**config.mk**
```make
export PLATFORM = sky130hd
export DESIGN_NAME = ppa_addr_select
export DESIGN_NICKNAME = d
export VERILOG_FILES = /design/src/logic/ppa_pkg.sv /design/src/logic/ppa_addr_select.sv
export SDC_FILE = /design/constraint.sdc
export NUM_CORES = 1
export LEC_CHECK = 0
export BUFFER_PORTS_ARGS = -buffer_cell sky130_fd_sc_hd__buf_2
export CELL_PAD_IN_SITES_DETAIL_PLACEMENT = 1
export CELL_PAD_IN_SITES_GLOBAL_PLACEMENT = 2
export CORE_MARGIN = 8
export CORE_UTILIZATION = 35
export CTS_CLUSTER_DIAMETER = 30
export DETAILED_ROUTE_END_ITERATION = 8
export HOLD_SLACK_MARGIN = 0.1
export PLACE_DENSITY_LB_ADDON = 0.05
export SETUP_SLACK_MARGIN = 0.05
export SLEW_MARGIN = 20
export SYNTH_ARGS = -nofsm -noshare
export SYNTH_HDL_FRONTEND = slang
export SYNTH_SLANG_ARGS = --single-unit
```
**constraint.sdc**
```tcl
create_clock -name pclk -period 10.1 [get_ports pclk]
set_input_delay 3.03 -clock pclk [delete_from_list [all_inputs] [get_ports pclk]]
set_output_delay 3.03 -clock pclk [all_outputs]
set_load 0.01 [all_outputs]
```
**src/logic/ppa_pkg.sv**
```systemverilog
// Purpose: Shared constants and types for the parallel pack address select block
// Assumes: 40 MHz pclk, APB register access
// Notes: Times are kept in their own unit and converted to cycles here

package ppa_pkg;

   // ==========================================================
   // Clock and link rates
   localparam int unsigned CLK_HZ = 40_000_000;
   localparam int unsigned CAN_BPS = 500_000;
   localparam int unsigned RS485_BPS = 19_200;
   localparam int unsigned CAN_BIT_CYC = CLK_HZ / CAN_BPS;
   localparam int unsigned RS485_BIT_CYC = CLK_HZ / RS485_BPS;
   localparam int unsigned BAUD_W = 12;

   // ==========================================================
   // Power button and indicator timing
   localparam int unsigned HOLD_OFF_S = 6;
   localparam int unsigned HOLD_OFF_CYC = HOLD_OFF_S * CLK_HZ;
   localparam int unsigned CHASE_STEP_MS = 250;
   localparam int unsigned CHASE_STEP_CYC = CHASE_STEP_MS * (CLK_HZ / 1000);
   localparam int unsigned TIMER_W = 32;
   localparam int unsigned LED_N = 4;
   localparam int unsigned LED_IDX_W = 2;

   // ==========================================================
   // Switch field layout
   localparam int unsigned ADDR_W = 3;
   localparam int unsigned UNIT_W = 4;
   localparam logic [ADDR_W-1:0] HOST_ADDR = 3'h0;
   localparam logic [ADDR_W-1:0] NO_SLAVES = 3'h0;
   localparam logic [UNIT_W-1:0] ONE_UNIT = 4'h1;
   localparam int unsigned PACK_N = 8;
   localparam int unsigned PACK_W = 16;
   localparam int unsigned TOTAL_W = 19;

   // ==========================================================
   // Synchroniser bit positions
   localparam int unsigned SYNC_W = 7;
   localparam int unsigned SY_ROLE = 3;
   localparam int unsigned SY_BUTTON = 4;
   localparam int unsigned SY_EXT = 5;
   localparam int unsigned SY_CHARGER = 6;

   // ==========================================================
   // Register map, byte addresses
   localparam int unsigned PADDR_W = 8;
   localparam logic [PADDR_W-1:0] REG_CTRL = 8'h00;
   localparam logic [PADDR_W-1:0] REG_STATUS = 8'h04;
   localparam logic [PADDR_W-1:0] REG_TOTAL = 8'h08;
   localparam logic [PADDR_W-1:0] REG_COUNT = 8'h0c;
   localparam int unsigned CTRL_CAN_EN = 0;
   localparam int unsigned CTRL_485_EN = 1;
   localparam logic [1:0] CTRL_RESET = 2'h3;
   localparam int unsigned ST_POWER = 0;
   localparam int unsigned ST_HOST = 1;
   localparam int unsigned ST_ADDR = 2;
   localparam int unsigned ST_UNITS = 5;
   localparam int unsigned ST_ALONE = 9;
   localparam int unsigned ST_SWITCH = 10;
   localparam int unsigned CNT_W = 4;

   // ==========================================================
   // Types
   typedef enum logic [1:0] {PW_OFF, PW_WAKE, PW_ON, PW_SHUT} ppa_power_e;

   typedef struct packed {
      logic is_host;
      logic standalone;
      logic [ADDR_W-1:0] node_addr;
      logic [UNIT_W-1:0] unit_count;
   } ppa_cfg_s;

endpackage

```
**src/logic/ppa_addr_select.sv**
```systemverilog
// Purpose: Role, address and unit count from the pack switch, link rates, power on/off
// Assumes: Switch, button, external switch and charger are asynchronous pins
// Notes: Decoded role is frozen at each wake and held through power down until the next wake
//
// Added by the designer: the address map and the APB interface to the registers.

`timescale 1ns/100ps
`default_nettype none

// Contract
// - CAN link toward the inverter runs at 500 kbit/s
// - RS485 link between packs runs at 19200 bit/s
// - Positions one to three form address or count; four selects role
// - Position four on gives host role with address fixed at zero
// - Position four off gives slave role, address one to seven
// - Three positions decode binary, weights one, two and four
// - Host unit count is field plus one; all off means stand-alone
// - RS485 is the pack link, CAN the upper link, host gathers slaves
// - Host offers combined pack data to the terminal over CAN
// - Wake on button press, external switch closing or charger applied
// - Off after 6 s button hold or switch opening, chase once first; button hold is ignored while the external switch is closed
module ppa_addr_select #(
   parameter int unsigned HOLD_CYC = ppa_pkg::HOLD_OFF_CYC,
   parameter int unsigned STEP_CYC = ppa_pkg::CHASE_STEP_CYC
) (
   input wire logic pclk,
   input wire logic presetn,
   input wire logic [ppa_pkg::PADDR_W-1:0] paddr,
   input wire logic psel,
   input wire logic penable,
   input wire logic pwrite,
   input wire logic [31:0] pwdata,
   output logic [31:0] prdata,
   output logic pready,
   output logic pslverr,
   input wire logic role_select_switch,
   input wire logic [ppa_pkg::ADDR_W-1:0] address_count_switches,
   input wire logic reset_button,
   input wire logic ext_switch_closed,
   input wire logic charger_present,
   input wire logic pack_report_valid,
   input wire logic [ppa_pkg::ADDR_W-1:0] pack_report_addr,
   input wire logic [ppa_pkg::PACK_W-1:0] pack_report_value,
   output ppa_pkg::ppa_cfg_s cfg,
   output logic power_on,
   output logic [ppa_pkg::LED_N-1:0] indicator,
   output logic can_enable,
   output logic can_bit_tick,
   output logic rs485_enable,
   output logic rs485_poll_master,
   output logic rs485_bit_tick,
   output logic [ppa_pkg::TOTAL_W-1:0] can_total
);
   import ppa_pkg::*;

   localparam logic [TIMER_W-1:0] HOLD_LAST = TIMER_W'(HOLD_CYC - 1);
   localparam logic [TIMER_W-1:0] STEP_LAST = TIMER_W'(STEP_CYC - 1);
   localparam logic [BAUD_W-1:0] CAN_LAST = BAUD_W'(CAN_BIT_CYC - 1);
   localparam logic [BAUD_W-1:0] RS485_LAST = BAUD_W'(RS485_BIT_CYC - 1);
   localparam logic [LED_IDX_W-1:0] LED_LAST = LED_IDX_W'(LED_N - 1);

   // ==========================================================
   // Pin synchronisers
   logic [SYNC_W-1:0] pin_raw;
   logic [SYNC_W-1:0] sync1;
   logic [SYNC_W-1:0] sync2;
   logic [SYNC_W-1:0] sync3;
   logic [SYNC_W-1:0] pin_clean;
   logic [SYNC_W-1:0] pin_prev;
   logic [SYNC_W-1:0] agree;
   logic [SYNC_W-1:0] next_clean;

   assign pin_raw = {charger_present, ext_switch_closed, reset_button,
                     role_select_switch, address_count_switches};
   assign agree = ~(sync2 ^ sync3);
   // A bit only moves once the second and third stages match
   assign next_clean = (agree & sync3) | (~agree & pin_clean);

   // Three stage chain, first stage feeds only the second
   always_ff @(posedge pclk or negedge presetn) begin
      if (!presetn) begin
         sync1 <= '0;
         sync2 <= '0;
         sync3 <= '0;
         pin_clean <= '0;
         pin_prev <= '0;
      end else begin
         sync1 <= pin_raw;
         sync2 <= sync1;
         sync3 <= sync2;
         pin_clean <= next_clean;
         pin_prev <= pin_clean;
      end
   end

   // ==========================================================
   // Power events
   logic button_held;
   logic button_press;
   logic ext_closed;
   logic ext_close_edge;
   logic ext_open_edge;
   logic charger_edge;
   logic wake_event;

   assign button_held = pin_clean[SY_BUTTON];
   assign button_press = pin_clean[SY_BUTTON] & ~pin_prev[SY_BUTTON];
   assign ext_closed = pin_clean[SY_EXT];
   assign ext_close_edge = pin_clean[SY_EXT] & ~pin_prev[SY_EXT];
   assign ext_open_edge = ~pin_clean[SY_EXT] & pin_prev[SY_EXT];
   assign charger_edge = pin_clean[SY_CHARGER] & ~pin_prev[SY_CHARGER];
   assign wake_event = button_press | ext_close_edge | charger_edge;

   // ==========================================================
   // Switch decode
   logic sw_role;
   logic [ADDR_W-1:0] sw_field;
   ppa_cfg_s next_cfg;

   assign sw_role = pin_clean[SY_ROLE];
   assign sw_field = pin_clean[ADDR_W-1:0];
   assign next_cfg.is_host = sw_role;
   assign next_cfg.node_addr = sw_role ? HOST_ADDR : sw_field;
   assign next_cfg.unit_count = sw_role ? (UNIT_W'(sw_field) + ONE_UNIT) : ONE_UNIT;
   assign next_cfg.standalone = ~sw_role & (sw_field == NO_SLAVES);

   // ==========================================================
   // Power state machine
   ppa_power_e state;
   ppa_power_e next_state;
   logic [TIMER_W-1:0] hold_cnt;
   logic [TIMER_W-1:0] step_cnt;
   logic [LED_IDX_W-1:0] led_idx;
   logic chasing;
   logic chase_done;
   logic hold_done;
   logic entering_wake;

   assign chasing = (state == PW_WAKE) || (state == PW_SHUT);
   assign chase_done = chasing && (led_idx == LED_LAST) && (step_cnt == STEP_LAST);
   assign hold_done = button_held && (hold_cnt == HOLD_LAST);
   assign entering_wake = (state == PW_OFF) && wake_event;

   // Next state; external switch has priority over the button
   always_comb begin
      next_state = state;
      case (state)
         PW_OFF: begin
            if (wake_event) begin
               next_state = PW_WAKE;
            end
         end
         PW_WAKE: begin
            if (chase_done) begin
               next_state = PW_ON;
            end
         end
         PW_ON: begin
            if (ext_open_edge || (hold_done && !ext_closed)) begin
               next_state = PW_SHUT;
            end
         end
         PW_SHUT: begin
            if (chase_done) begin
               next_state = PW_OFF;
            end
         end
         default: begin
            next_state = PW_OFF;
         end
      endcase
   end

   // State register
   always_ff @(posedge pclk or negedge presetn) begin
      if (!presetn) begin
         state <= PW_OFF;
      end else begin
         state <= next_state;
      end
   end

   // Button hold timer, restarts on every release
   always_ff @(posedge pclk or negedge presetn) begin
      if (!presetn) begin
         hold_cnt <= '0;
      end else if (!button_held || state != PW_ON) begin
         hold_cnt <= '0;
      end else if (hold_cnt != HOLD_LAST) begin
         hold_cnt <= hold_cnt + 1'b1;
      end
   end

   always_ff @(posedge pclk or negedge presetn) begin
      if (!presetn) begin
         step_cnt <= '0;
         led_idx <= '0;
      end else if (!chasing || chase_done) begin
         step_cnt <= '0;
         led_idx <= '0;
      end else if (step_cnt == STEP_LAST) begin
         step_cnt <= '0;
         led_idx <= led_idx + 1'b1;
      end else begin
         step_cnt <= step_cnt + 1'b1;
      end
   end

   always_ff @(posedge pclk or negedge presetn) begin
      if (!presetn) begin
         cfg <= '0;
      end else if (entering_wake) begin
         cfg <= next_cfg;
      end
   end

   // Lamp pattern registered so the pins never glitch
   always_ff @(posedge pclk or negedge presetn) begin
      if (!presetn) begin
         indicator <= '0;
      end else if (chasing && !chase_done) begin
         indicator <= LED_N'(1) << led_idx;
      end else begin
         indicator <= '0;
      end
   end

   assign power_on = (state != PW_OFF);

   // ==========================================================
   // Software control
   logic [1:0] ctrl;

   assign can_enable = power_on && cfg.is_host && ctrl[CTRL_CAN_EN];
   assign rs485_enable = power_on && ctrl[CTRL_485_EN];
   assign rs485_poll_master = rs485_enable && cfg.is_host;

   // ==========================================================
   // Bit rate generators
   logic [BAUD_W-1:0] can_cnt;
   logic [BAUD_W-1:0] rs485_cnt;

   always_ff @(posedge pclk or negedge presetn) begin
      if (!presetn) begin
         can_cnt <= '0;
         can_bit_tick <= 1'b0;
      end else if (!can_enable) begin
         can_cnt <= '0;
         can_bit_tick <= 1'b0;
      end else begin
         can_bit_tick <= (can_cnt == CAN_LAST);
         can_cnt <= (can_cnt == CAN_LAST) ? '0 : can_cnt + 1'b1;
      end
   end

   always_ff @(posedge pclk or negedge presetn) begin
      if (!presetn) begin
         rs485_cnt <= '0;
         rs485_bit_tick <= 1'b0;
      end else if (!rs485_enable) begin
         rs485_cnt <= '0;
         rs485_bit_tick <= 1'b0;
      end else begin
         rs485_bit_tick <= (rs485_cnt == RS485_LAST);
         rs485_cnt <= (rs485_cnt == RS485_LAST) ? '0 : rs485_cnt + 1'b1;
      end
   end

   // ==========================================================
   // Pack data gathering
   logic [PACK_W-1:0] pack_data [PACK_N];
   logic [PACK_N-1:0] pack_seen;
   logic [TOTAL_W-1:0] next_total;
   logic [CNT_W-1:0] seen_count;
   logic take_report;

   assign take_report = pack_report_valid && cfg.is_host && (state == PW_ON);

   always_comb begin
      next_total = '0;
      seen_count = '0;
      for (int i = 0; i < PACK_N; i++) begin
         if (pack_seen[i]) begin
            next_total = next_total + TOTAL_W'(pack_data[i]);
            seen_count = seen_count + 1'b1;
         end
      end
   end

   // Slots cleared on wake so stale packs never count
   always_ff @(posedge pclk or negedge presetn) begin
      if (!presetn) begin
         pack_seen <= '0;
         for (int i = 0; i < PACK_N; i++) begin
            pack_data[i] <= '0;
         end
      end else if (entering_wake) begin
         pack_seen <= '0;
      end else if (take_report) begin
         pack_seen[pack_report_addr] <= 1'b1;
         pack_data[pack_report_addr] <= pack_report_value;
      end
   end

   always_ff @(posedge pclk or negedge presetn) begin
      if (!presetn) begin
         can_total <= '0;
      end else begin
         can_total <= next_total;
      end
   end

   // ==========================================================
   // APB slave, zero wait states
   logic hit_ctrl;
   logic hit_status;
   logic hit_total;
   logic hit_count;
   logic hit_any;
   logic setup_phase;
   logic write_take;
   logic [31:0] status_word;
   logic [31:0] read_mux;

   assign hit_ctrl = (paddr == REG_CTRL);
   assign hit_status = (paddr == REG_STATUS);
   assign hit_total = (paddr == REG_TOTAL);
   assign hit_count = (paddr == REG_COUNT);
   assign hit_any = hit_ctrl | hit_status | hit_total | hit_count;
   assign setup_phase = psel && !penable;
   assign write_take = psel && penable && pwrite && hit_ctrl;
   assign pready = 1'b1;
   // Unmapped addresses flag an error in the access phase
   assign pslverr = psel && penable && !hit_any;

   assign status_word = (32'(power_on) << ST_POWER)
                      | (32'(cfg.is_host) << ST_HOST)
                      | (32'(cfg.node_addr) << ST_ADDR)
                      | (32'(cfg.unit_count) << ST_UNITS)
                      | (32'(cfg.standalone) << ST_ALONE)
                      | (32'(pin_clean[SY_ROLE:0]) << ST_SWITCH);
   assign read_mux = hit_ctrl ? 32'(ctrl)
                   : hit_status ? status_word
                   : hit_total ? 32'(can_total)
                   : hit_count ? 32'(seen_count)
                   : '0;

   // Control register, both links enabled out of reset
   always_ff @(posedge pclk or negedge presetn) begin
      if (!presetn) begin
         ctrl <= CTRL_RESET;
      end else if (write_take) begin
         ctrl <= pwdata[1:0];
      end
   end

   // Read data captured in setup, stable through access
   always_ff @(posedge pclk or negedge presetn) begin
      if (!presetn) begin
         prdata <= '0;
      end else if (setup_phase && !pwrite) begin
         prdata <= read_mux;
      end
   end

endmodule

`default_nettype wire

```
==> summary.md, run 1 <==
- **result of the run** completed
- **Clock transition at path regs** 0.04 ns
- **placed insts** 2917
- **area grow syn2layout** 32.2%
- **aggregate global routing overflow** 0
- **root buffer selected by CTS** sky130_fd_sc_hd__clkbuf_16
- **Power Dens Cells** 292 mW/mm^2
- **critical-path cell with the highest stage delay** sky130_fd_sc_hd__or4_4
- **number of buffers and inverters on the critical path** 5
- **unrepaired setup endpoints after global routing** false
- **CP delay by family, top** compound AO/OA/AOI/OAI gates
- **number of register bits inferred by synthesis** 314
- **Final setup viols** 0
- **Post-Route WL** 55500 um
- **ratio of cells with drive above 1 in the final layout** 0.285
- **start-to-end type of the worst setup path** flip-flop to flip-flop
- **synth unique cells** 85
- **share of the cycle needed by the critical path after routing** 0.953
- **final instance area** 0.0262 mm^2
- **count of final hold-check violations** 0
- **number of nets in the final layout** 2507
- **last weighted congestion value of the routability-driven placer** 0.808
- **DRC violations left** 0
- **total half-perimeter wirelength after legalization and detailed placement** 40400 um
- **post-DR vias/cell** 5.09
- **f_max** 104 MHz
- **sequential fraction of the synthesis area** 0.397
- **vias in the first global route** 17269
- **clock latency on the worst-skew pair** 0.64 ns
- **fraction of synthesized cell area taken by the top area cell type** 0.395
- **initial cell density of the core** 0.352
- **combined global-route utilization of all metal layers** 0.173
- **Critical Path Fanout Max** 4
- **global-route wire length before repair** 91200 um
- **warning count from the yosys run** 0
- **most prevalent standard cell on the critical path** sky130_fd_sc_hd__xnor2_1
- **Worst path max stage delay** 0.53 ns
- **setup_tns** 0 ns
- **CTS tree** yes
- **FFs w/ async S/R, synth** 1.00
- **Worst Hold Class** flip-flop to flip-flop
- **Synth area leaders** sky130_fd_sc_hd__dfrtp_1, sky130_fd_sc_hd__mux2_2, sky130_fd_sc_hd__ha_1
- **antenna diode count** 0
- **Pins Over Slew Limit** 0
- **required time worst endpoint** 10.61 ns
- **Horiz. Die Dim** 254 um
- **Cell Area, Placed** 0.0218 mm^2
- **biggest area consumer among synthesized cells** sky130_fd_sc_hd__dfrtp_1
- **most common library cell in the layout ignoring fill and taps** sky130_fd_sc_hd__dfrtp_1
- **deepest clock path buffer count** 3
- **floorplan die area** 0.0644 mm^2
- **number of enable-type register cells in the synthesized netlist** 0
- **drt pass-1 iters** 4
- **count of port buffers added during placement** 99
- **final setup skew** 0.0324 ns
- **Rel. slew slack** 0.321
- **Primary FF master, synth** sky130_fd_sc_hd__dfrtp_1
- **worst hold-check slack** 0.315 ns
- **Cell Count, Final, Fillers Out** 3125
- **number of clock sinks** 314
- **initial antenna violation count** 0
- **# IOs** 144
- **final critical delay including setup and external delays** 9.62 ns
- **kind of start point of the critical path** flip-flop
- **area of the placeable core** 0.0562 mm^2
- **DR iter-0 viols** 416
- **detailed-route via count** 15915
- **worst ir drop on vdd** 140 uV
- **maximum number of pins on one net before global-route repair** 133
- **Arrival @ worst endpoint** 10.13 ns
- **mean area per synthesized cell** 9.82 um^2
- **fill cell instance count of the final layout** 6214
- **maxcap violations** 0
- **DRT antenna net count** 0
- **average wire length per cell after detail routing** 17.8 um
- **number of rows in the core area** 87
- **actual slew at the worst max-slew pin** 1.02 ns
- **mapped cell area** 0.0198 mm^2
- **die span in y** 254 um
- **post-layout utilization of the core** 0.466
- **total clock buffers created by CTS** 104
- **CTS H-tree depth** 3
- **critical path capture point type** flip-flop
- **static leakage** 0.0126 uW
- **instance count of the mapped netlist** 2016
- **commonest cells after routing, fill and taps aside** sky130_fd_sc_hd__dfrtp_1, sky130_fd_sc_hd__nor2_1, sky130_fd_sc_hd__mux2_2
## cell families (layout without fill, tap and decap cells)
kind of cell / after synthesis / count (layout) / synth area share
compound gates: 386 / 386 / 0.131
xor+xnor: 172 / 172 / 0.0761
fa+ha+maj: 158 / 158 / 0.101
buf+inv: 149 / 490 / 0.0309
flops: 314 / 314 / 0.397
mux: 189 / 189 / 0.109
other cells: 2 / 14 / 0.000380
simple gates: 646 / 646 / 0.154
## report_power, final
group	internal (uW)	switching, uW	total (uW)
Sequential	1570	227	1790
Clock	2390	921	3310
Combinational	1230	1300	2530
## synthesized netlist by cell type, drive strengths merged, types with 22 or more instances
master  instances
a21oi          97
nor3           36
nand4          24
dfrtp         312
inv            74
clkbuf         50
mux2          178
nor2          207
and3           24
ha            142
nand3          61
o21ai          73
and2           22
a21o           41
xor2           72
xnor2         100
nand2         165
o21a           32
## stage by stage
stage	setup WS [ns]	total power (uW)
detailed placement	-0.326	4180
global route	0.0156	8150
global placement	-0.0846	4090
CTS	0.0372	7620
finish	0.477	7640
floorplan	0.445	3410
## layout make-up
| type | count | area [um^2] | area share |
|---|---|---|---|
| Clock inverter | 36 | 618 | 0.0236 |
| Tap cell | 756 | 946 | 0.0361 |
| Multi-Input combinational cell | 1565 | 11900 | 0.455 |
| Sequential cell | 314 | 7860 | 0.300 |
| Clock buffer | 153 | 3090 | 0.118 |
| Inverter | 79 | 297 | 0.0113 |
| Timing Repair Buffer | 222 | 1450 | 0.0552 |
## what timing repair did
| item | in CTS | in global routing |
|---|---|---|
| hold buffers | 0 | 0 |
| endpoints found under the hold margin | 0 | 0 |
| endpoints found under the setup margin | 5 | 8 |
| cloned | 0 | 0 |
| setup buffers | 4 | 15 |
| pin swaps | 7 | 41 |
| resized for setup | 22 | 82 |
## sequential cells by signal, indices dropped and copies added, names as in the netlist, named ones only
name            flops
step_cnt           32
sync1               7
hold_cnt           32
prdata             19
rs485_cnt          12
state               2
can_total          19
pack_seen           8
sync3               7
can_cnt            12
pin_prev            3
sync2               7
led_idx             2
rs485_bit_tick      1
indicator           4
ctrl                2
can_bit_tick        1
cfg                 9
pack_data         128
## per-layer routing
metal,vias to the layer above,wire length (um),GRT usage
met5,-,0,0
met4,0,1290,0.0565
met3,96,1580,0.0351
met2,164,27700,0.298
met1,7914,25000,0.215
li1,7741,-,-
## worst paths after layout
| kind | from | to | slack [ns] | cells past startpoint |
|---|---|---|---|---|
| worst max-delay path | pack_data[112]$_DFFE_PN0P_ | can_total[15]$_DFF_PN0_ | 0.48 | 50 |
| worst min-delay path | sync1[5]$_DFF_PN0_ | sync2[5]$_DFF_PN0_ | 0.32 | 0 |
| max in group asynchronous | presetn | step_cnt[25]$_DFF_PN0_ | 6.08 | 2 |
| worst min register to register | sync1[5]$_DFF_PN0_ | sync2[5]$_DFF_PN0_ | 0.32 | 0 |
| min in group asynchronous | presetn | step_cnt[22]$_DFF_PN0_ | 2.51 | 1 |
| worst max register to register | pack_data[112]$_DFFE_PN0P_ | can_total[15]$_DFF_PN0_ | 0.48 | 50 |
Power figures use the tool's default switching activity.
==> run 2: changes to the inputs <==
--- a/config.mk
+++ b/config.mk
@@ -5,13 +5,13 @@
 export SDC_FILE = /design/constraint.sdc
 export NUM_CORES = 1
 export LEC_CHECK = 0
-export BUFFER_PORTS_ARGS = -buffer_cell sky130_fd_sc_hd__buf_2
 export CELL_PAD_IN_SITES_DETAIL_PLACEMENT = 1
 export CELL_PAD_IN_SITES_GLOBAL_PLACEMENT = 2
 export CORE_MARGIN = 8
 export CORE_UTILIZATION = 35
 export CTS_CLUSTER_DIAMETER = 30
 export DETAILED_ROUTE_END_ITERATION = 8
+export DONT_BUFFER_PORTS = 1
 export HOLD_SLACK_MARGIN = 0.1
 export PLACE_DENSITY_LB_ADDON = 0.05
 export SETUP_SLACK_MARGIN = 0.05
==> run 2 against run 1 <==
Sequential share of layout area grew 0.74 points. Worst setup slack worse by 0.043 ns. Register-to-register slack got worse by 0.04 ns. Sequential power increased by 3%. Non-clock buffer count shrank 104. Critical path type unchanged. Critical endpoint unchanged. Largest cell class unchanged. Largest power group unchanged. Highest routed layer unchanged.
==> summary.md, run 2 (synthesized netlist as in run 1, its figures left out) <==
- **total clock buffers created by CTS** 97, -6.7%
- **most prevalent standard cell on the critical path** sky130_fd_sc_hd__ha_4
- **vias in the first global route** 16618, -3.8%
- **clock latency on the worst-skew pair** 0.62 ns, -0.02 ns
- **share of the cycle needed by the critical path after routing** 0.957, +0.00424
- **f_max** 103 MHz, -0.44%
- **critical path capture point type** flip-flop
- **final critical delay including setup and external delays** 9.67 ns, +0.0428 ns
- **commonest cells after routing, fill and taps aside** sky130_fd_sc_hd__dfrtp_1, sky130_fd_sc_hd__nor2_1, sky130_fd_sc_hd__mux2_2
- **DRC violations left** 0, unchanged
- **actual slew at the worst max-slew pin** 1.11 ns, +0.0968 ns
- **Cell Count, Final, Fillers Out** 3015, -3.5%
- **last weighted congestion value of the routability-driven placer** 0.807, -0.12%
- **average wire length per cell after detail routing** 18.2 um, +2.4%
- **length of routed wiring on met1** 24500 um, -1.8%
- **antenna diode count** 0, unchanged
- **Clock transition at path regs** 0.04 ns, about the same
- **placed insts** 2803, -3.9%
- **quantity of hold-fixing buffers added after cts** 0, unchanged
- **met3 WL post-DR** 1790 um, +13%
- **Horiz. Die Dim** 254 um, unchanged
- **number of nets in the final layout** 2396, -4.4%
- **Critical Path Fanout Max** 4, unchanged
- **critical-path cell with the highest stage delay** sky130_fd_sc_hd__or4_4
- **deepest clock path buffer count** 3, unchanged
- **kind of start point of the critical path** flip-flop
- **floorplan die area** 0.0644 mm^2, unchanged
- **number of clock sinks** 314, unchanged
- **initial antenna violation count** 1, +1
- **DR top layer** met4
- **global-route wire length before repair** 88900 um, -2.5%
- **initial cell density of the core** 0.352, unchanged
- **combined global-route utilization of all metal layers** 0.170, -0.00343
- **Post-Route WL** 54800 um, -1.2%
- **ratio of cells with drive above 1 in the final layout** 0.259, -0.0251
- **total half-perimeter wirelength after legalization and detailed placement** 38900 um, -3.7%
- **required time worst endpoint** 10.59 ns, -0.02 ns
- **Arrival @ worst endpoint** 10.15 ns, +0.02 ns
- **static leakage** 0.0120 uW, -4.4%
- **area grow syn2layout** 29.1%
- **final critical-path setup slack** 0.434 ns, -0.0428 ns
- **register containing the most flip-flops in the final layout** pack_data
- **Final setup viols** 0, unchanged
- **Rel. slew slack** 0.258, -0.0627
- **fill cell instance count of the final layout** 6198, -0.26%
- **area of the placeable core** 0.0562 mm^2, unchanged
- **CTS tree** yes
- **DRT antenna net count** 0, unchanged
- **start-to-end type of the worst setup path** flip-flop to flip-flop
- **most common library cell in the layout ignoring fill and taps** sky130_fd_sc_hd__dfrtp_1
- **post-DR vias/cell** 5.13, +0.78%
- **# IOs** 144, unchanged
- **DR iter-0 viols** 572, +38%
- **maximum number of pins on one net before global-route repair** 315, +140%
- **Largest register FFs** 128, unchanged
- **worst hold-check slack** 0.344 ns, +0.0290 ns
- **aggregate global routing overflow** 0, unchanged
- **final setup skew** 0.0145 ns, -0.0180 ns
- **worst ir drop on vdd** 179 uV, +28%
- **count of final hold-check violations** 0, unchanged
- **Worst path max stage delay** 0.52 ns, about the same
- **met2 wire length** 27300 um, -1.4%
- **leading registers by flop count** pack_data x128, hold_cnt x32, step_cnt x32
- **count of port buffers added during placement** 0, -100%
- **result of the run** completed
- **Pins Over Slew Limit** 0, unchanged
- **Worst Hold Class** flip-flop to flip-flop
- **drt pass-1 iters** 4, unchanged
- **maxcap violations** 0, unchanged
- **Power Dens Cells** 291 mW/mm^2, -0.33%
- **die span in y** 254 um, unchanged
- **number of rows in the core area** 87, unchanged
- **CTS H-tree depth** 3, unchanged
- **detailed-route via count** 15474, -2.8%
- **worst slack after detailed placement** -0.225 ns, +0.101 ns
- **root buffer selected by CTS** sky130_fd_sc_hd__clkbuf_16
-- run 2: metrics by stage --
step | setup TNS (ns) | power (uW) | area (um^2) | util
after global routing | -0.154 | 7930 | 25500 | 0.455
after CTS | 0 | 7310 | 24700 | 0.440
after detailed placement | -0.411 | 4050 | 21200 | 0.377
final | 0 | 7430 | 25500 | 0.455
after floorplan | 0 | 3410 | 19800 | -
after global placement | -0.192 | 3980 | 21200 | 0.377
-- run 2: final cells by class --
class                   instances  area [um^2]  area share
flip-flops and latches        314         7860       0.308
inverters                      79          297      0.0116
clock buffers                 131         2820       0.110
repair buffers                118          893      0.0350
well taps                     756          946      0.0370
multi-input cells            1565        12100       0.473
clock inverters                52          656      0.0257
-- run 2: metal layers --
metal | vias up | GRT usage
met5 | - | 0
met4 | 0 | 0.0547
met3 | 91 | 0.0333
met2 | 181 | 0.290
met1 | 7693 | 0.214
li1 | 7509 | -
-- run 2: critical path: cells and delay by family, from the launching register on --
kind | cells | cell delay [ns]
adders and majority gates | 8 | 2.15
AOI/OAI and AO/OA | 16 | 2.91
and+or+nand+nor | 9 | 1.38
xor gates and xnor gates | 7 | 0.81
muxes | 4 | 1.07
buffers and inverters | 6 | 0.83
DFF | 1 | 0.37
-- run 2: worst paths after layout --
path	cells after the start	slack, ns	endpoint	from
hold reg to reg	0	0.34	sync2[1]$_DFF_PN0_	sync1[1]$_DFF_PN0_
hold / removal	0	0.34	sync2[1]$_DFF_PN0_	sync1[1]$_DFF_PN0_
min in group asynchronous	0	2.12	step_cnt[23]$_DFF_PN0_	presetn
setup reg to reg	50	0.43	can_total[15]$_DFF_PN0_	pack_seen[0]$_DFFE_PN0P_
setup / recovery	50	0.43	can_total[15]$_DFF_PN0_	pack_seen[0]$_DFFE_PN0P_
max in group asynchronous	0	7.43	can_total[17]$_DFF_PN0_	presetn
-- run 2: timing repair --
action	4_1_cts	5_1_grt
gates resized for setup	22	105
buffers inserted	4	25
gates cloned	0	0
endpoints found under the hold margin	0	0
setup endpoints to repair	5	8
pin swaps	4	61
-- run 2: power by group --
group / switching (uW) / total [uW] / leakage, uW / internal (uW)
clock: 884 / 3150 / 0.00171 / 2260
combinational: 1220 / 2440 / 0.00611 / 1230
sequential: 274 / 1840 / 0.00419 / 1570
total: 2370 / 7430 / 0.0120 / 5060
==> run 3: changes to the inputs <==
--- a/config.mk
+++ b/config.mk
@@ -8,7 +8,7 @@
 export CELL_PAD_IN_SITES_DETAIL_PLACEMENT = 1
 export CELL_PAD_IN_SITES_GLOBAL_PLACEMENT = 2
 export CORE_MARGIN = 8
-export CORE_UTILIZATION = 35
+export CORE_UTILIZATION = 38
 export CTS_CLUSTER_DIAMETER = 30
 export DETAILED_ROUTE_END_ITERATION = 8
 export DONT_BUFFER_PORTS = 1
==> run 3 against run 2 <==
Flip-flop and latch count unchanged. Non-clock buffer count down 3. Critical path depth shrank 1. Power down 2.3%. Design area is 1.3% lower. First-iteration DRC count up 6.1%. Clock-buffer cell count rose by 4. Via count up 0.76%. Fmax up 0.72%. Utilization grew 3.6 points.
==> summary.md, run 3 (synthesized netlist as in run 1, its figures left out) <==
- **result of the run** completed
- **area taken by multi-input logic gates** 0.0120 mm^2, -0.87%
- **Final setup viols** 0, unchanged
- **DRC violations left** 0, unchanged
- **Critical Path Fanout Max** 4, unchanged
- **actual slew at the worst max-slew pin** 1.14 ns, +0.0262 ns
- **setup_tns** 0 ns, unchanged
- **average wire length per cell after detail routing** 18.6 um, +2.5%
- **critical path capture point type** flip-flop
- **CP delay by family, top** compound AO/OA/AOI/OAI gates
- **clock latency on the worst-skew pair** 0.62 ns, about the same
- **detailed-route via count** 15591, +0.76%
- **Clock transition at path regs** 0.04 ns, about the same
- **area of the placeable core** 0.0514 mm^2, -8.5%
- **global-route wire length before repair** 89600 um, +0.78%
- **Pins Over Slew Limit** 0, unchanged
- **unrepaired setup endpoints after global routing** true
- **combined global-route utilization of all metal layers** 0.182, +0.0124
- **# IOs** 144, unchanged
- **CTS tree** yes
- **leading registers by flop count** pack_data x128, hold_cnt x32, step_cnt x32
- **final critical delay including setup and external delays** 9.60 ns, -0.0686 ns
- **final setup skew** 0.0315 ns, +0.0170 ns
- **aggregate global routing overflow** 0, unchanged
- **Arrival @ worst endpoint** 10.10 ns, -0.05 ns
- **Power Dens Cells** 288 mW/mm^2, -0.99%
- **die span in y** 244 um, -3.8%
- **Total Power Consumption** 7260 uW, -2.3%
- **post-DR vias/cell** 5.31, +3.5%
- **number of buffers and inverters on the critical path** 3, -3
- **number of nets in the final layout** 2393, -0.13%
- **vias in the first global route** 16772, +0.93%
- **count of port buffers added during placement** 0, unchanged
- **deepest clock path buffer count** 3, unchanged
- **maximum number of pins on one net before global-route repair** 315, unchanged
- **Largest register FFs** 128, unchanged
- **worst slack after detailed placement** -0.192 ns, +0.0332 ns
- **count of final hold-check violations** 0, unchanged
- **required time worst endpoint** 10.60 ns, about the same
- **maxcap violations** 0, unchanged
- **Post-Route WL** 54700 um, -0.25%
- **ratio of cells with drive above 1 in the final layout** 0.252, -0.00763
- **floorplan die area** 0.0596 mm^2, -7.4%
- **launching point of the worst reg2reg path** pack_seen[0]$_DFFE_PN0P_
- **Rel. slew slack** 0.241, -0.0175
- **share of the cycle needed by the critical path after routing** 0.950, -0.00679
- **DR iter-0 viols** 607, +6.1%
- **worst ir drop on vdd** 139 uV, -23%
- **initial cell density of the core** 0.385, +0.0326
- **CTS H-tree depth** 3, unchanged
- **origin of the worst setup path** pack_seen[0]$_DFFE_PN0P_
- **Cell Area, Placed** 0.0211 mm^2, -0.41%
- **total half-perimeter wirelength after legalization and detailed placement** 38600 um, -0.79%
- **fill cell instance count of the final layout** 5620, -9.3%
- **commonest cells after routing, fill and taps aside** sky130_fd_sc_hd__dfrtp_1, sky130_fd_sc_hd__nor2_1, sky130_fd_sc_hd__mux2_2
- **register containing the most flip-flops in the final layout** pack_data
- **last weighted congestion value of the routability-driven placer** 0.809, +0.25%
- **static leakage** 0.0119 uW, -0.75%
- **Horiz. Die Dim** 244 um, -3.8%
- **f_max** 104 MHz, +0.72%
- **final critical-path setup slack** 0.502 ns, +0.0686 ns
- **root buffer selected by CTS** sky130_fd_sc_hd__clkbuf_16
- **total clock buffers created by CTS** 97, unchanged
- **number of clock sinks** 314, unchanged
- **critical-path cell with the highest stage delay** sky130_fd_sc_hd__dfrtp_1
- **final instance area** 0.0252 mm^2, -1.3%
- **Reg area** 0.00786 mm^2, unchanged
- **number of rows in the core area** 83, -4.6%
- **Worst path max stage delay** 0.38 ns, -0.14 ns
- **worst hold start** sync1[5]$_DFF_PN0_
- **initial antenna violation count** 1, unchanged
- **most common library cell in the layout ignoring fill and taps** sky130_fd_sc_hd__dfrtp_1
- **DRT antenna net count** 0, unchanged
- **start-to-end type of the worst setup path** flip-flop to flip-flop
- **area grow syn2layout** 27.3%
- **Worst Hold Class** flip-flop to flip-flop
- **kind of start point of the critical path** flip-flop
- **drt pass-1 iters** 4, unchanged
## run 3: cell types whose count changed in the layout (fill, tap and decap cells not counted), moves of 3 or more
cell,before,now
sky130_fd_sc_hd__clkinv_4,2,5
sky130_fd_sc_hd__buf_4,116,113
sky130_fd_sc_hd__ha_4,20,13
sky130_fd_sc_hd__clkinv_2,25,20
sky130_fd_sc_hd__bufinv_16,13,8
sky130_fd_sc_hd__clkbuf_1,10,15
sky130_fd_sc_hd__ha_1,117,124
sky130_fd_sc_hd__o21ai_1,11,8
## run 3: through the flow
stage | std cells | util | hold slack [ns]
floorplan | 2028 | - | 0.331
global placement | 2728 | 0.410 | 0.334
detailed placement | 2728 | 0.410 | 0.339
CTS | 2915 | 0.477 | 0.354
global route | 2932 | 0.490 | 0.352
finish | 2934 | 0.490 | 0.352
## run 3: worst paths after layout
path,cells after the start,to,slack [ns]
max,49,can_total[15]$_DFF_PN0_,0.50
min,0,sync2[5]$_DFF_PN0_,0.35
max reg2reg,49,can_total[15]$_DFF_PN0_,0.50
min reg2reg,0,sync2[5]$_DFF_PN0_,0.35
max in group asynchronous,0,hold_cnt[8]$_DFFE_PN0P_,7.32
min in group asynchronous,0,step_cnt[29]$_DFF_PN0_,2.13
## run 3: routing by layer
| layer | vias up | GRT usage | part of all wire |
|---|---|---|---|
| met4 | 0 | 0.0620 | 0.026 |
| li1 | 7516 | - | - |
| met3 | 98 | 0.0361 | 0.031 |
| met2 | 186 | 0.312 | 0.50 |
| met5 | - | 0 | 0 |
| met1 | 7791 | 0.228 | 0.44 |
## run 3: final cells by class
class	instances	share of cell area
multi-input cells	1565	0.475
flip-flops and latches	314	0.312
clock buffers	135	0.112
repair buffers	115	0.0349
well taps	680	0.0338
clock inverters	44	0.0202
inverters	79	0.0118
diodes	2	0.000199
## run 3: what timing repair did
| action | in CTS | in global routing |
|---|---|---|
| endpoints found under the setup margin | 5 | 8 |
| hold buffers | 0 | 0 |
| buffers inserted | 8 | 18 |
| gates resized for setup | 20 | 101 |
| pin swaps | 6 | 55 |
## run 3: power by group
part	internal [uW]	switching, uW	total (uW)
Sequential	1570	272	1840
Clock	2140	875	3010
Combinational	1190	1210	2410
Total	4900	2360	7260
